### config.mk
export PLATFORM = sky130hd
export DESIGN_NAME = ifl_interrupt_logger
export DESIGN_NICKNAME = d
export VERILOG_FILES = /design/src/rtl/ifl_pkg.sv /design/src/rtl/ifl_fault_log.sv /design/src/rtl/ifl_interrupt_logger.sv
export SDC_FILE = /design/constraint.sdc
export NUM_CORES = 1
export LEC_CHECK = 0
export ABC_AREA = 1
export BUFFER_PORTS_ARGS = -buffer_cell sky130_fd_sc_hd__buf_4
export CAP_MARGIN = 20
export CELL_PAD_IN_SITES_DETAIL_PLACEMENT = 1
export CELL_PAD_IN_SITES_GLOBAL_PLACEMENT = 2
export CORE_MARGIN = 10
export CORE_UTILIZATION = 32
export CTS_CLUSTER_SIZE = 10
export DETAILED_ROUTE_END_ITERATION = 7
export GPL_TIMING_DRIVEN = 0
export PLACE_DENSITY = 0.89
export SLEW_MARGIN = 15
export SYNTH_ARGS = -nofsm -noshare
export SYNTH_HDL_FRONTEND = slang
export SYNTH_SLANG_ARGS = --single-unit
### constraint.sdc
create_clock -name i_clk_sys -period 5 [get_ports i_clk_sys]
set_input_delay 0.5 -clock i_clk_sys [delete_from_list [all_inputs] [get_ports i_clk_sys]]
set_output_delay 0.5 -clock i_clk_sys [all_outputs]
set_load 0.01 [all_outputs]
### src/rtl/ifl_pkg.sv
// Constants and shared types for the interrupt and fault logger
package ifl_pkg;

   // Memory-mapped register addresses
   localparam logic [31:0] ADDR_PENDING     = 32'h1801_0002;
   localparam logic [31:0] ADDR_ENABLE      = 32'h1802_0002;
   localparam logic [31:0] ADDR_FAULT_ADDR  = 32'h1803_0000;
   localparam logic [31:0] ADDR_FAULT_CAUSE = 32'h1804_0002;
   localparam logic [31:0] ADDR_TMR0_ACK    = 32'h1805_0003;
   localparam logic [31:0] ADDR_TMR1_ACK    = 32'h1806_0003;

   // Reset values
   localparam logic [15:0] ENABLE_RESET     = 16'h0000;
   localparam logic [15:0] CAUSE_RESET      = 16'h0000;
   localparam logic [31:0] FAULT_ADDR_RESET = 32'h0000_0000;

   // Level-0 source layout
   localparam int EXP_IRQ_LSB   = 0;
   localparam int EXP_IRQ_COUNT = 11;
   localparam int LOCAL_IRQ_LSB = 11;

   // Fault cause field positions
   localparam int CAUSE_PAR_LSB  = 0;
   localparam int CAUSE_SIZE_LSB = 4;
   localparam int CAUSE_READ_BIT = 6;
   localparam int CAUSE_TOUT_BIT = 7;

   // Bus hold limit before a forced release
   localparam int CLK_PERIOD_NS   = 20;
   localparam int BUS_HOLD_MAX_US = 16;
   localparam int BUS_HOLD_CYCLES = (BUS_HOLD_MAX_US * 1000) / CLK_PERIOD_NS;
   localparam int HOLD_CNT_W      = 10;

   // Host access request and answer
   typedef struct packed {
      logic        valid;
      logic        write;
      logic [31:0] addr;
      logic [15:0] wdata;
   } ifl_req_s;

   typedef struct packed {
      logic        ack;
      logic [31:0] rdata;
   } ifl_rsp_s;

   // Fault report from memory and expansion bus
   typedef struct packed {
      logic       valid;
      logic       cpu_read;
      logic       read;
      logic [3:0] parity_n;
      logic [1:0] size;
   } ifl_fault_s;

   // State of the fault capture module
   typedef struct packed {
      logic        pend;
      logic [31:0] addr;
      logic [15:0] cause;
   } ifl_log_s;

   // State of the top module
   typedef struct packed {
      logic [15:0]           pending;
      logic [15:0]           enable;
      logic [15:0]           caught;
      logic                  irq0;
      logic                  irq3;
      logic                  ser_prev;
      logic                  ser_pend;
      logic [1:0]            tmr_prev;
      logic [1:0]            tmr_pend;
      logic [HOLD_CNT_W-1:0] hold_cnt;
      logic                  release_bus;
      ifl_rsp_s              rsp;
   } ifl_state_s;

endpackage

### src/rtl/ifl_fault_log.sv
// Fault address and fault cause capture
`timescale 1ns/100ps

module ifl_fault_log (
   // Clock and reset
   input  wire logic             i_clk_sys,
   input  wire logic             i_rst,
   input  wire logic             i_ce,
   // Fault capture
   input  wire logic [31:0]      i_mem_addr,
   input  wire ifl_pkg::ifl_fault_s i_fault,
   input  wire logic             i_timeout,
   input  wire logic             i_clear,
   // Captured record
   output logic                  o_pend,
   output logic [31:0]           o_addr,
   output logic [15:0]           o_cause
);

   ifl_pkg::ifl_log_s st;
   ifl_pkg::ifl_log_s next_st;
   logic              event_hit;

   // Faults on processor reads are answered elsewhere, not logged
   assign event_hit = (i_fault.valid || i_timeout) && !i_fault.cpu_read;

   // Clear first, then a new fault, so a fault in the clear cycle wins
   always_comb begin
      next_st = st;
      if (i_clear) begin
         next_st.pend  = 1'b0;
         next_st.cause = ifl_pkg::CAUSE_RESET;
      end
      if (!next_st.pend) begin
         next_st.addr = i_mem_addr;
         if (event_hit) begin
            next_st.pend = 1'b1;
            next_st.cause = ifl_pkg::CAUSE_RESET;
            // Parity lanes are meaningless on timeout, forced to all ones
            next_st.cause[ifl_pkg::CAUSE_PAR_LSB +: 4] =
               i_timeout ? 4'hf : i_fault.parity_n;
            next_st.cause[ifl_pkg::CAUSE_SIZE_LSB +: 2] = ~i_fault.size;
            next_st.cause[ifl_pkg::CAUSE_READ_BIT] = i_fault.read;
            next_st.cause[ifl_pkg::CAUSE_TOUT_BIT] = i_timeout;
         end
      end
   end

   // Record holds until the address register is read
   always_ff @(posedge i_clk_sys or posedge i_rst) begin
      if (i_rst) begin
         st.pend  <= 1'b0;
         st.addr  <= ifl_pkg::FAULT_ADDR_RESET;
         st.cause <= ifl_pkg::CAUSE_RESET;
      end else if (i_ce) begin
         st <= next_st;
      end
   end

   assign o_pend  = st.pend;
   assign o_addr  = st.addr;
   assign o_cause = st.cause;

endmodule

### src/rtl/ifl_interrupt_logger.sv
// Interrupt aggregation and bus fault logging top level
`timescale 1ns/100ps

module ifl_interrupt_logger (
   // Clock, reset, clock enable
   input  wire logic                i_clk_sys,
   input  wire logic                i_rst,
   input  wire logic                i_ce,
   // Host register access
   input  wire ifl_pkg::ifl_req_s   i_req,
   output ifl_pkg::ifl_rsp_s        o_rsp,
   // Level-0 sources
   input  wire logic [10:0]         i_exp_irq,
   input  wire logic [4:0]          i_local_irq,
   // Other interrupt sources and the serial status access strobe
   input  wire logic                i_serial_ctrl_first_irq,
   input  wire logic                i_serial_ctrl_second_irq,
   input  wire logic                i_serial_status_access,
   input  wire logic                i_interval_timer_first_irq,
   input  wire logic                i_interval_timer_second_irq,
   input  wire logic                i_coproc_irq,
   // Memory bus observation
   input  wire logic [31:0]         i_mem_addr,
   input  wire logic                i_mem_busy,
   input  wire ifl_pkg::ifl_fault_s i_fault,
   output logic                     o_bus_release,
   // Interrupt lines to the processor
   output logic                     o_irq_level_zero_n,
   output logic                     o_irq_level_one_n,
   output logic                     o_irq_level_two_n,
   output logic                     o_irq_level_three_n,
   output logic                     o_irq_level_four_n,
   output logic                     o_irq_level_five_n
);

   ifl_pkg::ifl_state_s st;
   ifl_pkg::ifl_state_s next_st;

   logic [15:0] src_live;
   logic [1:0]  tmr_live;
   logic        ser_live;
   logic        hit_pending;
   logic        hit_enable;
   logic        hit_faddr;
   logic        hit_fcause;
   logic        hit_tmr0;
   logic        hit_tmr1;
   logic        rd_strobe;
   logic        wr_strobe;
   logic        faddr_read;
   logic        timeout_evt;
   logic        log_pend;
   logic [31:0] log_addr;
   logic [15:0] log_cause;

   // Exact address match; used by every register decode
   function automatic logic ifl_hit(input logic [31:0] a, input logic [31:0] reg_addr);
      ifl_hit = (a == reg_addr);
   endfunction

   // Source vector: expansion requests low, local devices above
   assign src_live[ifl_pkg::EXP_IRQ_LSB +: ifl_pkg::EXP_IRQ_COUNT] = i_exp_irq;
   assign src_live[15:ifl_pkg::LOCAL_IRQ_LSB] = i_local_irq;
   assign tmr_live = {i_interval_timer_second_irq, i_interval_timer_first_irq};
   assign ser_live = i_serial_ctrl_first_irq | i_serial_ctrl_second_irq;

   // Strobes and address decode
   assign rd_strobe   = i_req.valid && !i_req.write;
   assign wr_strobe   = i_req.valid && i_req.write;
   assign hit_pending = ifl_hit(i_req.addr, ifl_pkg::ADDR_PENDING);
   assign hit_enable  = ifl_hit(i_req.addr, ifl_pkg::ADDR_ENABLE);
   assign hit_faddr   = ifl_hit(i_req.addr, ifl_pkg::ADDR_FAULT_ADDR);
   assign hit_fcause  = ifl_hit(i_req.addr, ifl_pkg::ADDR_FAULT_CAUSE);
   assign hit_tmr0    = ifl_hit(i_req.addr, ifl_pkg::ADDR_TMR0_ACK);
   assign hit_tmr1    = ifl_hit(i_req.addr, ifl_pkg::ADDR_TMR1_ACK);
   assign faddr_read  = rd_strobe && hit_faddr;

   // Bus hold limit reached this cycle
   assign timeout_evt = i_mem_busy &&
      (st.hold_cnt == ifl_pkg::HOLD_CNT_W'(ifl_pkg::BUS_HOLD_CYCLES - 1));

   // Fault capture: address latch, cause record, level-5 pending
   ifl_fault_log u_fault_log (
      .i_clk_sys  (i_clk_sys),
      .i_rst      (i_rst),
      .i_ce       (i_ce),
      .i_mem_addr (i_mem_addr),
      .i_fault    (i_fault),
      .i_timeout  (timeout_evt),
      .i_clear    (faddr_read),
      .o_pend     (log_pend),
      .o_addr     (log_addr),
      .o_cause    (log_cause)
   );

   // Next-state logic for interrupts, counters and register answers
   always_comb begin
      next_st = st;

      // Pending mirrors live levels, no latching
      next_st.pending = src_live;

      // A source caught while enabled stays caught until it withdraws,
      // so clearing its enable in the same cycle does not lose it
      next_st.caught = (st.caught | (src_live & st.enable)) & src_live;
      next_st.irq0 = |(src_live & st.enable) | |next_st.caught;

      // Enable register write, many bits at once
      if (wr_strobe && hit_enable) begin
         next_st.enable = i_req.wdata;
      end

      // Serial level: edge sets, host access clears, set wins
      next_st.ser_prev = ser_live;
      if (i_serial_status_access) begin
         next_st.ser_pend = 1'b0;
      end
      if (ser_live && !st.ser_prev) begin
         next_st.ser_pend = 1'b1;
      end

      // Timer levels: edge sets, acknowledge read clears, set wins
      next_st.tmr_prev = tmr_live;
      if (rd_strobe && hit_tmr0) begin
         next_st.tmr_pend[0] = 1'b0;
      end
      if (rd_strobe && hit_tmr1) begin
         next_st.tmr_pend[1] = 1'b0;
      end
      next_st.tmr_pend = next_st.tmr_pend | (tmr_live & ~st.tmr_prev);

      // Coprocessor level, nothing else shares it
      next_st.irq3 = i_coproc_irq;

      // Bus hold watchdog; restarts when the bus is let go
      next_st.release_bus = timeout_evt;
      if (!i_mem_busy || timeout_evt) begin
         next_st.hold_cnt = '0;
      end else begin
         next_st.hold_cnt = st.hold_cnt + 1'b1;
      end

      // Register read answer, one cycle after the request
      next_st.rsp.ack   = i_req.valid;
      next_st.rsp.rdata = 32'h0000_0000;
      if (rd_strobe) begin
         if (hit_pending) begin
            next_st.rsp.rdata[15:0] = st.pending;
         end else if (hit_enable) begin
            next_st.rsp.rdata[15:0] = st.enable;
         end else if (hit_faddr) begin
            next_st.rsp.rdata = log_addr;
         end else if (hit_fcause) begin
            next_st.rsp.rdata[15:0] = log_cause;
         end else begin
            // Timer acknowledges and unmapped addresses read zero
            next_st.rsp.rdata = 32'h0000_0000;
         end
      end
   end

   // State register; clock enable freezes everything
   always_ff @(posedge i_clk_sys or posedge i_rst) begin
      if (i_rst) begin
         st.pending     <= '0;
         st.enable      <= ifl_pkg::ENABLE_RESET;
         st.caught      <= '0;
         st.irq0        <= 1'b0;
         st.irq3        <= 1'b0;
         st.ser_prev    <= 1'b0;
         st.ser_pend    <= 1'b0;
         st.tmr_prev    <= 2'h0;
         st.tmr_pend    <= 2'h0;
         st.hold_cnt    <= '0;
         st.release_bus <= 1'b0;
         st.rsp         <= '0;
      end else if (i_ce) begin
         st <= next_st;
      end
   end

   // Outputs; lines are active low, inverted from registered levels
   assign o_rsp               = st.rsp;
   assign o_bus_release       = st.release_bus;
   assign o_irq_level_zero_n  = ~st.irq0;
   assign o_irq_level_one_n   = ~st.ser_pend;
   assign o_irq_level_two_n   = ~st.tmr_pend[0];
   assign o_irq_level_three_n = ~st.irq3;
   assign o_irq_level_four_n  = ~st.tmr_pend[1];
   assign o_irq_level_five_n  = ~log_pend;

endmodule

# Word level (Yosys, flattened, before mapping)
# Cells that the tools add are included.
[op_classes]
muxes = 18
n_reduce_logical = 21
addsub = 1
bitwise_logic = 16
eq_ne = 7
[op_table]
columns = ["cell", "n"]
rows = [
  ["$eq A32 B29 Y1 const B", 6],
  ["$mux W16", 7],
  ["$mux W32", 2],
  ["$mux W49", 1],
  ["$and A16 B16 Y16", 2],
  ["$reduce_or A16 Y1", 2],
  ["$or A16 B16 Y16", 1],
  ["$add A10 B1 Y10 const B", 1],
  ["$eq A10 B10 Y1 const B", 1],
  ["$mux W10", 1],
  ["$logic_and A1 B1 Y1", 9],
  ["$not A1 Y1", 7],
  ["$mux W1", 6],
  ["$reduce_and A2 Y1", 3],
  ["$logic_not A1 Y1", 4],
  ["$mux W4", 1],
  ["$not A2 Y2", 2],
  ["$and A2 B2 Y2", 1],
  ["$logic_or A1 B1 Y1", 2],
  ["$or A1 B1 Y1", 2],
  ["$or A2 B2 Y2", 1],
  ["$reduce_bool A2 Y1", 1],
]
[totals]
regBits = 149
out_inout_bits = 40

# Depth between registers and ports, before layout
# Gate-level depths: netlist of the first run.
[logic_depth]
depth_word = 6
mapped_depth = 12
mapped_depth_nobuf = 11

# Cells and area by module
# From an unflattened synthesis of the first run, not the netlist that was laid out.
[unflattened]
hier_cells = 936
area_unflattened_um2 = 7303.3
[by_module_without_submodules]
columns = ["mod", "seq_area_each_um2", "cells_per_inst", "area_each_um2", "n_inst"]
rows = [
  ["ifl_interrupt_logger", 2502.4, 723, 5376.4, 1],
  ["ifl_fault_log", 1226.2, 213, 1926.8, 1],
]

# Least setup slack after synthesis of the first run
# No wires, ideal clock.
[synth_path]
path_kind = "input to register"
start = "input port i_req[27] (netlist name)"
end = "register st (netlist bit o_rsp[0])"
cell_stages = 11
n_path_buf = 1
path_slack_ns = 3.286
required_time_ns = 4.884
arrival_ns = 1.597
setup_time_ns = 0.116
cell_sequence = "nor2_1 -> nand2_1 -> nor2_2 -> nand3_2 -> nor2_4 -> nand2_2 -> buf_2 -> o21ai_1 -> inv_1 -> nand2_1 -> nand2_1"
[synth_between]
elab_chain_len = 6
elab_cells_between_ends = 9
cone_classes = "eq/ne: 4; mux: 5"
[synth_rtl]
columns = ["item", "line_no", "source"]
rows = [
  ["start: declaration", "ifl_interrupt_logger.sv:10", "input wire ifl_pkg::ifl_req_s i_req,"],
  ["$eq A32 B29 Y1", "ifl_interrupt_logger.sv:58", "ifl_hit = (a == reg_addr);"],
  ["$mux W16", "ifl_interrupt_logger.sv:153", "end else if (hit_fcause) begin"],
  ["$mux W32", "ifl_interrupt_logger.sv:151", "end else if (hit_faddr) begin"],
  ["$mux W16", "ifl_interrupt_logger.sv:149", "end else if (hit_enable) begin"],
  ["$mux W16 *", "ifl_interrupt_logger.sv:147", "if (hit_pending) begin"],
  ["$mux W32 *", "ifl_interrupt_logger.sv:146", "if (rd_strobe) begin"],
  ["end signal: assignment", "ifl_interrupt_logger.sv:178", "st <= next_st;"],
  ["end: declaration", "ifl_interrupt_logger.sv:36", "ifl_pkg::ifl_state_s st;"],
]
# Mark *: on every way between the ends. The rest lies on a longest branch, timed or not.
# A chain may end at the register's enable or synchronous reset.

# Worst setup path after layout of the first run
[layout_path]
start = "register st[41] (netlist name)"
end = "register u_fault_log.st (netlist bit u_fault_log.o_cause[0])"
[layout_between]
elab_chain_len = 6
elab_cells_between_ends = 7
cone_classes = "eq/ne: 1; mux: 3; reduce/logical: 3"
[layout_rtl]
columns = ["item", "line_no", "source"]
rows = [
  ["$eq A10 B10 Y1 *", "ifl_interrupt_logger.sv:80", "(st.hold_cnt == ifl_pkg::HOLD_CNT_W'(ifl_pkg::BUS_HOLD_CYCLES - 1));"],
  ["$logic_and A1 B1 Y1 *", "ifl_interrupt_logger.sv:79", "assign timeout_evt = i_mem_busy &&"],
  ["$logic_or A1 B1 Y1", "ifl_fault_log.sv:25", "assign event_hit = (i_fault.valid || i_timeout) && !i_fault.cpu_read;"],
  ["$logic_and A1 B1 Y1", "ifl_fault_log.sv:25", ""],
  ["$mux W16 *", "ifl_fault_log.sv:36", "if (event_hit) begin"],
  ["$mux W49 *", "ifl_fault_log.sv:34", "if (!next_st.pend) begin"],
  ["end signal: assignment", "ifl_fault_log.sv:56", "st <= next_st;"],
  ["end: declaration", "ifl_fault_log.sv:20", "ifl_pkg::ifl_log_s st;"],
]
# Marks and branches as above.

==> results.sh, run 1 <==
export IMPL_outcome="completed"
export IMPL_grt_pass1_vias=7165
export IMPL_ant_nets=0
export IMPL_drt_pass1_iterations=5
export IMPL_r2r_setup_slack_ps=2870
export IMPL_clk_insertion_delay_late_ps=430
export IMPL_worst_setup_path_start_kind="flop"
export IMPL_clkPwrFrac_pct=44.2
export IMPL_hpwl_um=18440
export IMPL_drt_total_wl_um=23520
export IMPL_yosys_area_top_type="dfrtp_1"
export IMPL_htreeDepth=4
export IMPL_hold_viol=0
export IMPL_async_flop_share_pct=100.0
export IMPL_cellPowerDensity_mw_per_mm2=328.2
export IMPL_avgSynthCellArea_um2=7.889
export IMPL_cts_tree="yes"
export IMPL_grt_usage_pct=15.91
export IMPL_die_h_um=173.5
export IMPL_r2r_end="u_fault_log.o_cause[0]$_DFFE_PP0P_"
export IMPL_drc_errors=0
export IMPL_synth_warnings=0
export IMPL_place_area_mm2=0.009140
export IMPL_hold_class="primary input to async pin"
export IMPL_tightest_slew_ps=756.1
export IMPL_cp_end_kind="flop"
export IMPL_grt_max_degree=78
export IMPL_via_per_inst=4.567
export IMPL_netlist_instances=956
export IMPL_cts_max_path_buffers=2
export IMPL_p_sw_share_pct=25.75
export IMPL_cts_root_buffer="clkbuf_16"
export IMPL_seqCellArea_mm2=0.003729
export IMPL_start_util_pct=32.33
export IMPL_post_cts_buffers=0
export IMPL_max_cap_viol_count=0
export IMPL_p_int_w=0.002385
export IMPL_cp_max_fo=9
export IMPL_drt_initial_drc_count=289
export IMPL_slew_headroom_pct=49.59
export IMPL_synth_fp_nets=1074
export IMPL_syn_cell_area_mm2=0.007542
export IMPL_antenna_cells=0
export IMPL_io_pins=157
export IMPL_cp_startpoint="st[41]$_DFFE_PP0P_"
export IMPL_overflow=0
export IMPL_row_count=56
export IMPL_slew_violations=0
export IMPL_finalCritPeriodShare_pct=42.52
export IMPL_multiInputGateArea_mm2=0.002964
export IMPL_crit_path_end="u_fault_log.o_cause[0]$_DFFE_PP0P_"
export IMPL_wl_per_cell_um=16.08
export IMPL_core_area_mm2=0.02333
export IMPL_gp_congestion=0.7947
export IMPL_numCtsBuffers=17
export IMPL_cts_sinks=149
export IMPL_clk_pin_slew_ps=60
export IMPL_area_delta_synth_final_pct=29.76
export IMPL_p_seq_share_pct=45.6
export IMPL_fin_crit_ps=2126
export IMPL_drive_gt1_share_pct=24.91
export IMPL_ys_flop_type="dfrtp_1"
export IMPL_fmax_mhz=470.4
export IMPL_whs_ps=103.2
export IMPL_ys_types=38
export IMPL_finish_instance_area_mm2=0.009787
export IMPL_vdd_ir_drop_max_mv=0.1995
export IMPL_criticalPathCategory="flop to flop"
export IMPL_cts_hold_fix_buffers=0
export IMPL_worstRegToRegCells=8
export IMPL_dieArea_mm2=0.03011
export IMPL_antenna_found_initial=0
export IMPL_setup_viol=0
export IMPL_crit_arrival_ps=2440
export IMPL_vias=6681
export IMPL_synth_seq_cells=149
export IMPL_cts_resized=0
export IMPL_p_leak_nw=5.384
export IMPL_port_buffer_count=155
export IMPL_netlist_top_cells_area="dfrtp_1 49%, nand2_1 16%, nand3_1 7.2%"
export IMPL_yosysTopAreaCellShare_pct=49.44
export IMPL_power_switching_w=0.0008272
export IMPL_fill_cells=2877
export IMPL_comb_power_share_pct=10.1
export IMPL_nets=1249
export IMPL_grt_first_pass_wirelength_um=38630
export IMPL_r2r_start="st[41]$_DFFE_PP0P_"
export IMPL_cp_required_ps=5310
export IMPL_rsz0062_at_grt="no"
export IMPL_synth_edff_count=0
export IMPL_clock_skew_ps=10.59
export IMPL_die_w_um=173.5
export IMPL_synth_seq_area_share_pct=49.44
-- how the worst min path moves through the flow --
stage	start	to	cells after the start	slack [ps]
2_1_floorplan	u_fault_log.o_addr[13]$_DFFE_PP0P_	u_fault_log.o_addr[13]$_DFFE_PP0P_	2	430
3_3_place_gp	st[46]$_DFFE_PP0P_	st[44]$_DFFE_PP0P_	1	440
3_5_place_dp	u_fault_log.o_addr[27]$_DFFE_PP0P_	u_fault_log.o_addr[27]$_DFFE_PP0P_	2	460
4_1_cts	i_rst	st[49]$_DFFE_PP0P_	2	130
5_1_grt	i_rst	st[48]$_DFFE_PP0P_	2	140
6_report	i_rst	st[48]$_DFFE_PP0P_	2	100
-- cells by family after synthesis --
family	synth area share, %
AND/OR/NAND/NOR	32.25
adder cells (fa/ha/maj)	0.1659
AO/OA/AOI/OAI	6.420
flip-flops	49.44
buffers and inverters	11.26
XOR/XNOR	0.4646
-- power groups by stage --
stage,logic (W),clock network (W),registers (W)
finish,0.000325,0.00142,0.00147
global route,0.000385,0.00150,0.00149
CTS,0.000334,0.00145,0.00147
detailed placement,0.000335,0,0.00148
global placement,0.000315,0,0.00148
floorplan,0.000194,0,0.00145
-- placed cells by master, fill, tap and decap left out, types with 3 or more instances in the layout --
master | netlist | layout
nand2_1 | 325 | 325
buf_4 | 40 | 195
dfrtp_1 | 149 | 149
nand3_1 | 108 | 108
inv_1 | 81 | 80
nor2_1 | 43 | 43
o21ai_0 | 33 | 33
o21ai_1 | 31 | 31
clkbuf_1 | 17 | 17
clkbuf_16 | 0 | 17
nand4_1 | 16 | 16
nand3b_1 | 16 | 16
buf_2 | 13 | 13
inv_2 | 11 | 11
a21boi_0 | 9 | 9
a21oi_1 | 8 | 8
nor3_1 | 7 | 7
nor2_4 | 6 | 6
buf_6 | 6 | 6
nor2_2 | 5 | 5
or2_2 | 4 | 4
bufinv_16 | 0 | 4
inv_6 | 0 | 4
nand2_2 | 3 | 3
xor2_1 | 3 | 3
o22ai_1 | 3 | 3
-- synth_stat cells (11+ instances only) --
library cell	instances
buf_2	13
buf_4	40
clkbuf_1	17
dfrtp_1	149
inv_1	81
inv_2	11
nand2_1	325
nand3_1	108
nand3b_1	16
nand4_1	16
nor2_1	43
o21ai_0	33
o21ai_1	31
-- sequential cells by signal, indices dropped and copies added (netlist names) --
| register | count |
|---|---|
| o_rsp | 33 |
| u_fault_log.o_pend | 1 |
| u_fault_log.o_addr | 32 |
| o_bus_release | 1 |
| u_fault_log.o_cause | 16 |
| st | 66 |
-- worst max-delay path: stages, from the launching register on --
cell and delay (ps):
dfrtp_1 440, nor3_1 300, nand4_1 290, nand2_1 140, nand2_1 170, o21ai_4 300
nand2_2 200, nand2_1 120, nand2_1 50
-- through the flow --
step | instances | setup slack [ps] | total power (W) | util (%) | setup TNS, ps
2_1_floorplan | 956 | 492.0 | 0.001647 | - | 0
3_3_place_gp | 1430 | -1409 | 0.001797 | 39.02 | -208250
3_5_place_dp | 1431 | 2697 | 0.001817 | 39.17 | 0
4_1_cts | 1463 | 2833 | 0.003254 | 41.95 | 0
5_1_grt | 1463 | 2649 | 0.003372 | 41.95 | 0
6_report | 1463 | 2874 | 0.003212 | 41.95 | 0
-- area by class of cell --
type,count,area share (%)
Inverter,93,3.644
Tap cell,319,4.078
Sequential cell,149,38.10
Buffer,77,5.114
Timing Repair Buffer,156,12.17
Clock inverter,13,1.982
Clock buffer,19,4.628
Multi-Input combinational cell,637,30.29
-- routing by layer --
metal	track usage, %	vias to the layer above	share of wire [%]
li1	-	3349	-
met1	20.51	3188	46
met2	26.47	119	49
met3	3.137	25	3.8
met4	4.492	0	1.5
met5	0	-	0
Power figures use the tool's default switching activity.
==> inputs of run 2 (changes only) <==
==> constraint.sdc (replaced) <==
create_clock -name i_clk_sys -period 2.1 [get_ports i_clk_sys]
set_input_delay 0.21 -clock i_clk_sys [delete_from_list [all_inputs] [get_ports i_clk_sys]]
set_output_delay 0.21 -clock i_clk_sys [all_outputs]
set_load 0.01 [all_outputs]
==> run 2 against run 1 <==
  * Die area is the same
  * First-iteration DRC count grew 8.3%
  * Maximum frequency grew 11%
  * Worst setup slack lost 2700 ps
  * Wire length grew 2.5%
  * Final cell count grew 1.2%
  * Sequential share of layout area shrank 0.81 points
  * Power grew 140%
  * Clock power grew 140%
  * Utilization grew 0.91 points
  * Global-route usage grew 0.31 points
==> results.sh, run 2 (synthesis results as in run 1) <==
export IMPL_finalCritPeriodShare_pct=90.97
export IMPL_cts_root_buffer="clkbuf_16"
export IMPL_cp_required_ps=2410
export IMPL_layout_setup_ws_ps=189.7
export IMPL_overflow=0
export IMPL_cp_max_fo=8
export IMPL_criticalPathCategory="flop to flop"
export IMPL_start_util_pct=32.33
export IMPL_antenna_cells=0
export IMPL_grt_pass1_vias=7442
export IMPL_drc_errors=0
export IMPL_gp_congestion=0.8093
export IMPL_grt_usage_pct=16.21
export IMPL_slew_headroom_pct=47.17
export IMPL_core_area_mm2=0.02333
export IMPL_drt_total_wl_um=24100
export IMPL_io_pins=157
export IMPL_antenna_found_initial=0
export IMPL_grt_first_pass_wirelength_um=39250
export IMPL_cp_end_kind="flop"
export IMPL_drt_initial_drc_count=313
export IMPL_via_per_inst=4.602
export IMPL_total_power_w=0.007721
export IMPL_clk_insertion_delay_late_ps=420
export IMPL_grt_max_degree=35
export IMPL_clock_skew_ps=7.107
export IMPL_hpwl_um=18560
export IMPL_max_cap_viol_count=0
export IMPL_setup_viol=0
export IMPL_cellPowerDensity_mw_per_mm2=772.3
export IMPL_drive_gt1_share_pct=24.87
export IMPL_largest_register="st"
export IMPL_largest_register_ffs=66
export IMPL_place_inst=1434
export IMPL_cts_max_path_buffers=2
export IMPL_nets=1268
export IMPL_p_leak_nw=5.466
export IMPL_cts_sinks=149
export IMPL_clk_pin_slew_ps=60
export IMPL_fin_crit_ps=1910
export IMPL_cts_tree="yes"
export IMPL_numCtsBuffers=17
export IMPL_area_delta_synth_final_pct=32.56
export IMPL_fin_cells=1481
export IMPL_port_buffer_count=155
export IMPL_vdd_ir_drop_max_mv=0.5380
export IMPL_dp_slack_ps=-16.20
export IMPL_ant_nets=0
export IMPL_fmax_mhz=523.5
export IMPL_vias=6816
export IMPL_hold_class="primary input to flop"
export IMPL_wl_per_cell_um=16.27
export IMPL_crit_arrival_ps=2220
export IMPL_die_h_um=173.5
export IMPL_die_w_um=173.5
export IMPL_cts_resized=0
export IMPL_rsz0062_at_grt="no"
export IMPL_row_count=56
export IMPL_worst_setup_path_start_kind="flop"
export IMPL_tightest_slew_ps=792.4
export IMPL_hold_viol=0
export IMPL_outcome="completed"
export IMPL_drt_pass1_iterations=4
export IMPL_dieArea_mm2=0.03011
export IMPL_layout_common_cells="325 x nand2_1, 197 x buf_4, 149 x dfrtp_1"
export IMPL_layout_commonest_cell="nand2_1"
export IMPL_htreeDepth=4
export IMPL_slew_violations=0
-- run 2: cell count changes in the layout (fill, tap and decap cells not counted) --
cell / delta
dlygate4sd3_1: +14
buf_4: +2
inv_6: -3
clkinvlp_4: +3
buf_12: +4
inv_8: -2
bufinv_16: +1
buf_16: -1
-- run 2: what timing repair did --
action,in CTS,in global routing
setup endpoints to repair,7,9
buffers inserted,1,1
pin swaps,1,1
hold buffers,14,0
endpoints found under the hold margin,37,0
-- run 2: final timing paths --
path / end / cells past startpoint / slack (ps) / startpoint
setup / recovery: u_fault_log.o_cause[0]$_DFFE_PP0P_ / 10 / 190 / st[35]$_DFFE_PP0P_
hold / removal: u_fault_log.o_addr[28]$_DFFE_PP0P_ / 3 / 20 / i_mem_addr[28]
setup reg to reg: u_fault_log.o_cause[0]$_DFFE_PP0P_ / 10 / 190 / st[35]$_DFFE_PP0P_
hold reg to reg: st[44]$_DFFE_PP0P_ / 1 / 460 / st[46]$_DFFE_PP0P_
max in group asynchronous: u_fault_log.o_addr[24]$_DFFE_PP0P_ / 5 / 820 / i_rst
min in group asynchronous: st[49]$_DFFE_PP0P_ / 3 / 440 / i_rst
-- run 2: layout make-up --
type | instances | area (um^2)
fill | 2866 | 13330
sequential | 149 | 3729
multi-input combinational | 637 | 2964
timing repair buffer | 175 | 1399
buffer | 77 | 500.5
clock buffer | 19 | 452.9
tap | 319 | 399.1
inverter | 93 | 352.8
clock inverter | 12 | 201.4
-- run 2: report_power, final --
part | internal [W] | switching, W
clock network | 0.00217 | 0.00125
logic | 0.000370 | 0.000442
registers | 0.00326 | 0.000229
total | 0.00580 | 0.00192
-- run 2: stage by stage --
stage | instance area (um^2) | hold slack (ps) | utilization [%] | setup TNS (ps)
2_1_floorplan | 7546 | 326.6 | - | 0
3_3_place_gp | 9109 | 421.0 | 39.04 | -151600
3_5_place_dp | 9189 | 348.5 | 39.38 | -82.92
4_1_cts | 9991 | 1.280 | 42.82 | 0
5_1_grt | 9998 | 11.20 | 42.85 | 0
6_report | 9998 | 16.77 | 42.85 | 0
-- run 2: per-layer routing --
metal	up-vias	wire length [um]	global-route usage (%)
li1	3396	-	-
met1	3257	11090	20.53
met2	145	11580	27.21
met3	18	1030	3.442
met4	0	400	4.707
met5	-	0	0
-- run 2: critical path: stages (launching register included) --
cell     delay, ps
dfrtp_1        370
ha_1           170
nand3_1        130
inv_1          110
nand4_1        210
nand2_1        120
nand2_1        160
o21ai_4        210
nand2_2        140
nand2_1        120
nand2_1         60
==> inputs of run 3 (changes only) <==
--- a/config.mk
+++ b/config.mk
@@ -8,14 +8,15 @@
 export ABC_AREA = 1
 export BUFFER_PORTS_ARGS = -buffer_cell sky130_fd_sc_hd__buf_4
 export CAP_MARGIN = 20
-export CELL_PAD_IN_SITES_DETAIL_PLACEMENT = 1
+export CELL_PAD_IN_SITES_DETAIL_PLACEMENT = 0
 export CELL_PAD_IN_SITES_GLOBAL_PLACEMENT = 2
 export CORE_MARGIN = 10
-export CORE_UTILIZATION = 32
+export CORE_UTILIZATION = 33
+export CTS_BUF_LIST = sky130_fd_sc_hd__clkbuf_4
 export CTS_CLUSTER_SIZE = 10
 export DETAILED_ROUTE_END_ITERATION = 7
 export GPL_TIMING_DRIVEN = 0
-export PLACE_DENSITY = 0.89
+export PLACE_DENSITY = 0.91
 export SLEW_MARGIN = 15
 export SYNTH_ARGS = -nofsm -noshare
 export SYNTH_HDL_FRONTEND = slang
==> run 3 against run 2 <==
  * Wire length down 6.3%
  * Sequential power about the same
  * Maximum frequency fell by 2.0%
  * Critical path type unchanged
  * Highest routed layer unchanged
  * Clock skew is 8.5 ps higher
  * Combinational power is 11% higher
  * Non-clock buffer count increased by 67
==> results.sh, run 3 (synthesis results as in run 1) <==
export IMPL_largest_register_ffs=66
export IMPL_cp_slowest_cell="a31oi_1"
export IMPL_comb_power_share_pct=15.0
export IMPL_vias=6808
export IMPL_total_power_w=0.006026
export IMPL_htreeDepth=4
export IMPL_cts_tree="yes"
export IMPL_path_buf_inv=1
export IMPL_area_delta_synth_final_pct=35.55
export IMPL_tightest_slew_ps=693.3
export IMPL_ant_nets=0
export IMPL_drt_initial_drc_count=375
export IMPL_cp_required_ps=2570
export IMPL_fin_cells=1515
export IMPL_nets=1335
export IMPL_via_per_inst=4.494
export IMPL_grt_max_degree=35
export IMPL_drt_total_wl_um=22590
export IMPL_largest_register="st"
export IMPL_drc_errors=0
export IMPL_gp_congestion=0.8334
export IMPL_grt_pass1_vias=6967
export IMPL_cellPowerDensity_mw_per_mm2=589.4
export IMPL_cts_max_path_buffers=2
export IMPL_cp_top_family="simple AND/OR/NAND/NOR gates"
export IMPL_overflow=0
export IMPL_p_int_w=0.004288
export IMPL_place_inst=1400
export IMPL_hold_class="primary input to flop"
export IMPL_final_util_pct=45.29
export IMPL_clk_pin_slew_ps=130
export IMPL_antenna_found_initial=1
export IMPL_slowest_delay_ps=550
export IMPL_core_area_mm2=0.02257
export IMPL_power_switching_w=0.001737
export IMPL_layout_setup_ws_ps=151.4
export IMPL_cts_sinks=149
export IMPL_cp_end_kind="flop"
export IMPL_setup_viol=0
export IMPL_die_w_um=171.2
export IMPL_io_pins=157
export IMPL_crit_arrival_ps=2420
export IMPL_slew_violations=0
export IMPL_criticalPathCategory="flop to flop"
export IMPL_grt_usage_pct=15.92
export IMPL_layout_common_cells="325 x nand2_1, 197 x buf_4, 149 x dfrtp_1"
export IMPL_slew_headroom_pct=53.78
export IMPL_numCtsBuffers=17
export IMPL_drt_pass1_iterations=5
export IMPL_grt_first_pass_wirelength_um=36920
export IMPL_cts_root_buffer="clkbuf_4"
export IMPL_fmax_mhz=513.2
export IMPL_dp_slack_ps=32.01
export IMPL_outcome="completed"
export IMPL_hpwl_um=17330
export IMPL_max_cap_viol_count=0
export IMPL_wl_per_cell_um=14.91
export IMPL_drive_gt1_share_pct=23.35
export IMPL_worst_setup_path_start_kind="flop"
export IMPL_vdd_ir_drop_max_mv=0.2521
export IMPL_clkPwrFrac_pct=27.4
export IMPL_die_h_um=171.2
export IMPL_cp_max_fo=6
export IMPL_layout_commonest_cell="nand2_1"
export IMPL_dieArea_mm2=0.02930
export IMPL_p_sw_share_pct=28.83
export IMPL_clk_insertion_delay_late_ps=550
export IMPL_finalCritPeriodShare_pct=92.79
export IMPL_crit_chain="ha_1, nand3_1, inv_1, a31oi_1, nor2_1, nor3b_1"
export IMPL_clock_skew_ps=15.60
export IMPL_start_util_pct=33.41
export IMPL_p_leak_nw=5.560
export IMPL_rsz0062_at_grt="no"
export IMPL_fin_crit_ps=1949
export IMPL_hold_viol=0
export IMPL_p_seq_share_pct=57.6
export IMPL_tns_ps=0
export IMPL_row_count=55
export IMPL_port_buffer_count=155
==> run 3: final timing paths <==
check | startpoint | endpoint | slack [ps] | depth (start not counted)
worst max-delay path | st[35]$_DFFE_PP0P_ | st[39]$_DFFE_PP0P_ | 150 | 6
worst min-delay path | i_fault[7] | u_fault_log.o_pend$_DFFE_PP0P_ | 60 | 4
worst max register to register | st[35]$_DFFE_PP0P_ | st[39]$_DFFE_PP0P_ | 150 | 6
worst min register to register | st[47]$_DFFE_PP0P_ | st[45]$_DFFE_PP0P_ | 470 | 1
max in group asynchronous | i_rst | u_fault_log.o_addr[16]$_DFFE_PP0P_ | 1020 | 5
min in group asynchronous | i_rst | st[80]$_DFFE_PP0P_ | 280 | 3
==> run 3: per-layer routing <==
layer	part of all wire (%)	vias up	routed length, um	GRT usage, %
met5	0	-	0	0
met3	5.2	16	1180	3.805
met4	0.85	0	192	3.478
met2	47	137	10700	26.22
li1	-	3543	-	-
met1	47	3112	10510	20.75
==> run 3: metrics by stage <==
| stage | hold WS, ps | area [um^2] |
|---|---|---|
| floorplan | 326.6 | 7546 |
| global placement | 421.2 | 9066 |
| detailed placement | 334.0 | 9146 |
| CTS | 14.54 | 10200 |
| global route | 27.21 | 10220 |
| finish | 57.64 | 10220 |
==> run 3: timing repair <==
action | in CTS | in global routing
endpoints found under the hold margin | 111 | 0
buffers inserted | 0 | 2
setup endpoints to repair | 0 | 15
gates resized for setup | 0 | 1
hold buffers | 81 | 0
==> run 3: power by group through the flow <==
| stage | registers, W | clock network [W] | logic [W] |
|---|---|---|---|
| 4_1_cts | 0.00347 | 0.00171 | 0.000921 |
| 6_report | 0.00347 | 0.00165 | 0.000904 |
| 5_1_grt | 0.00353 | 0.00184 | 0.00105 |
| 3_5_place_dp | 0.00352 | 0 | 0.000792 |
| 2_1_floorplan | 0.00346 | 0 | 0.000463 |
| 3_3_place_gp | 0.00352 | 0 | 0.000755 |
==> run 3: final cells by class <==
type                    instances  area, um^2
diodes                          1       2.502
plain buffers                  77       500.5
clock buffers                  18       135.1
clock inverters                13       108.9
fillers                      2324       12350
inverters                      93       352.8
multi-input cells             637        2969
flip-flops and latches        149        3729
well taps                     285       356.6
repair buffers                242        2069
==> run 3: tightest hold or removal path: cells and delay by family <==
family | cells | cell delay (ps)
AND/OR/NAND/NOR | 1 | 170
AO/OA/AOI/OAI | 1 | 110
buffers and inverters | 2 | 100
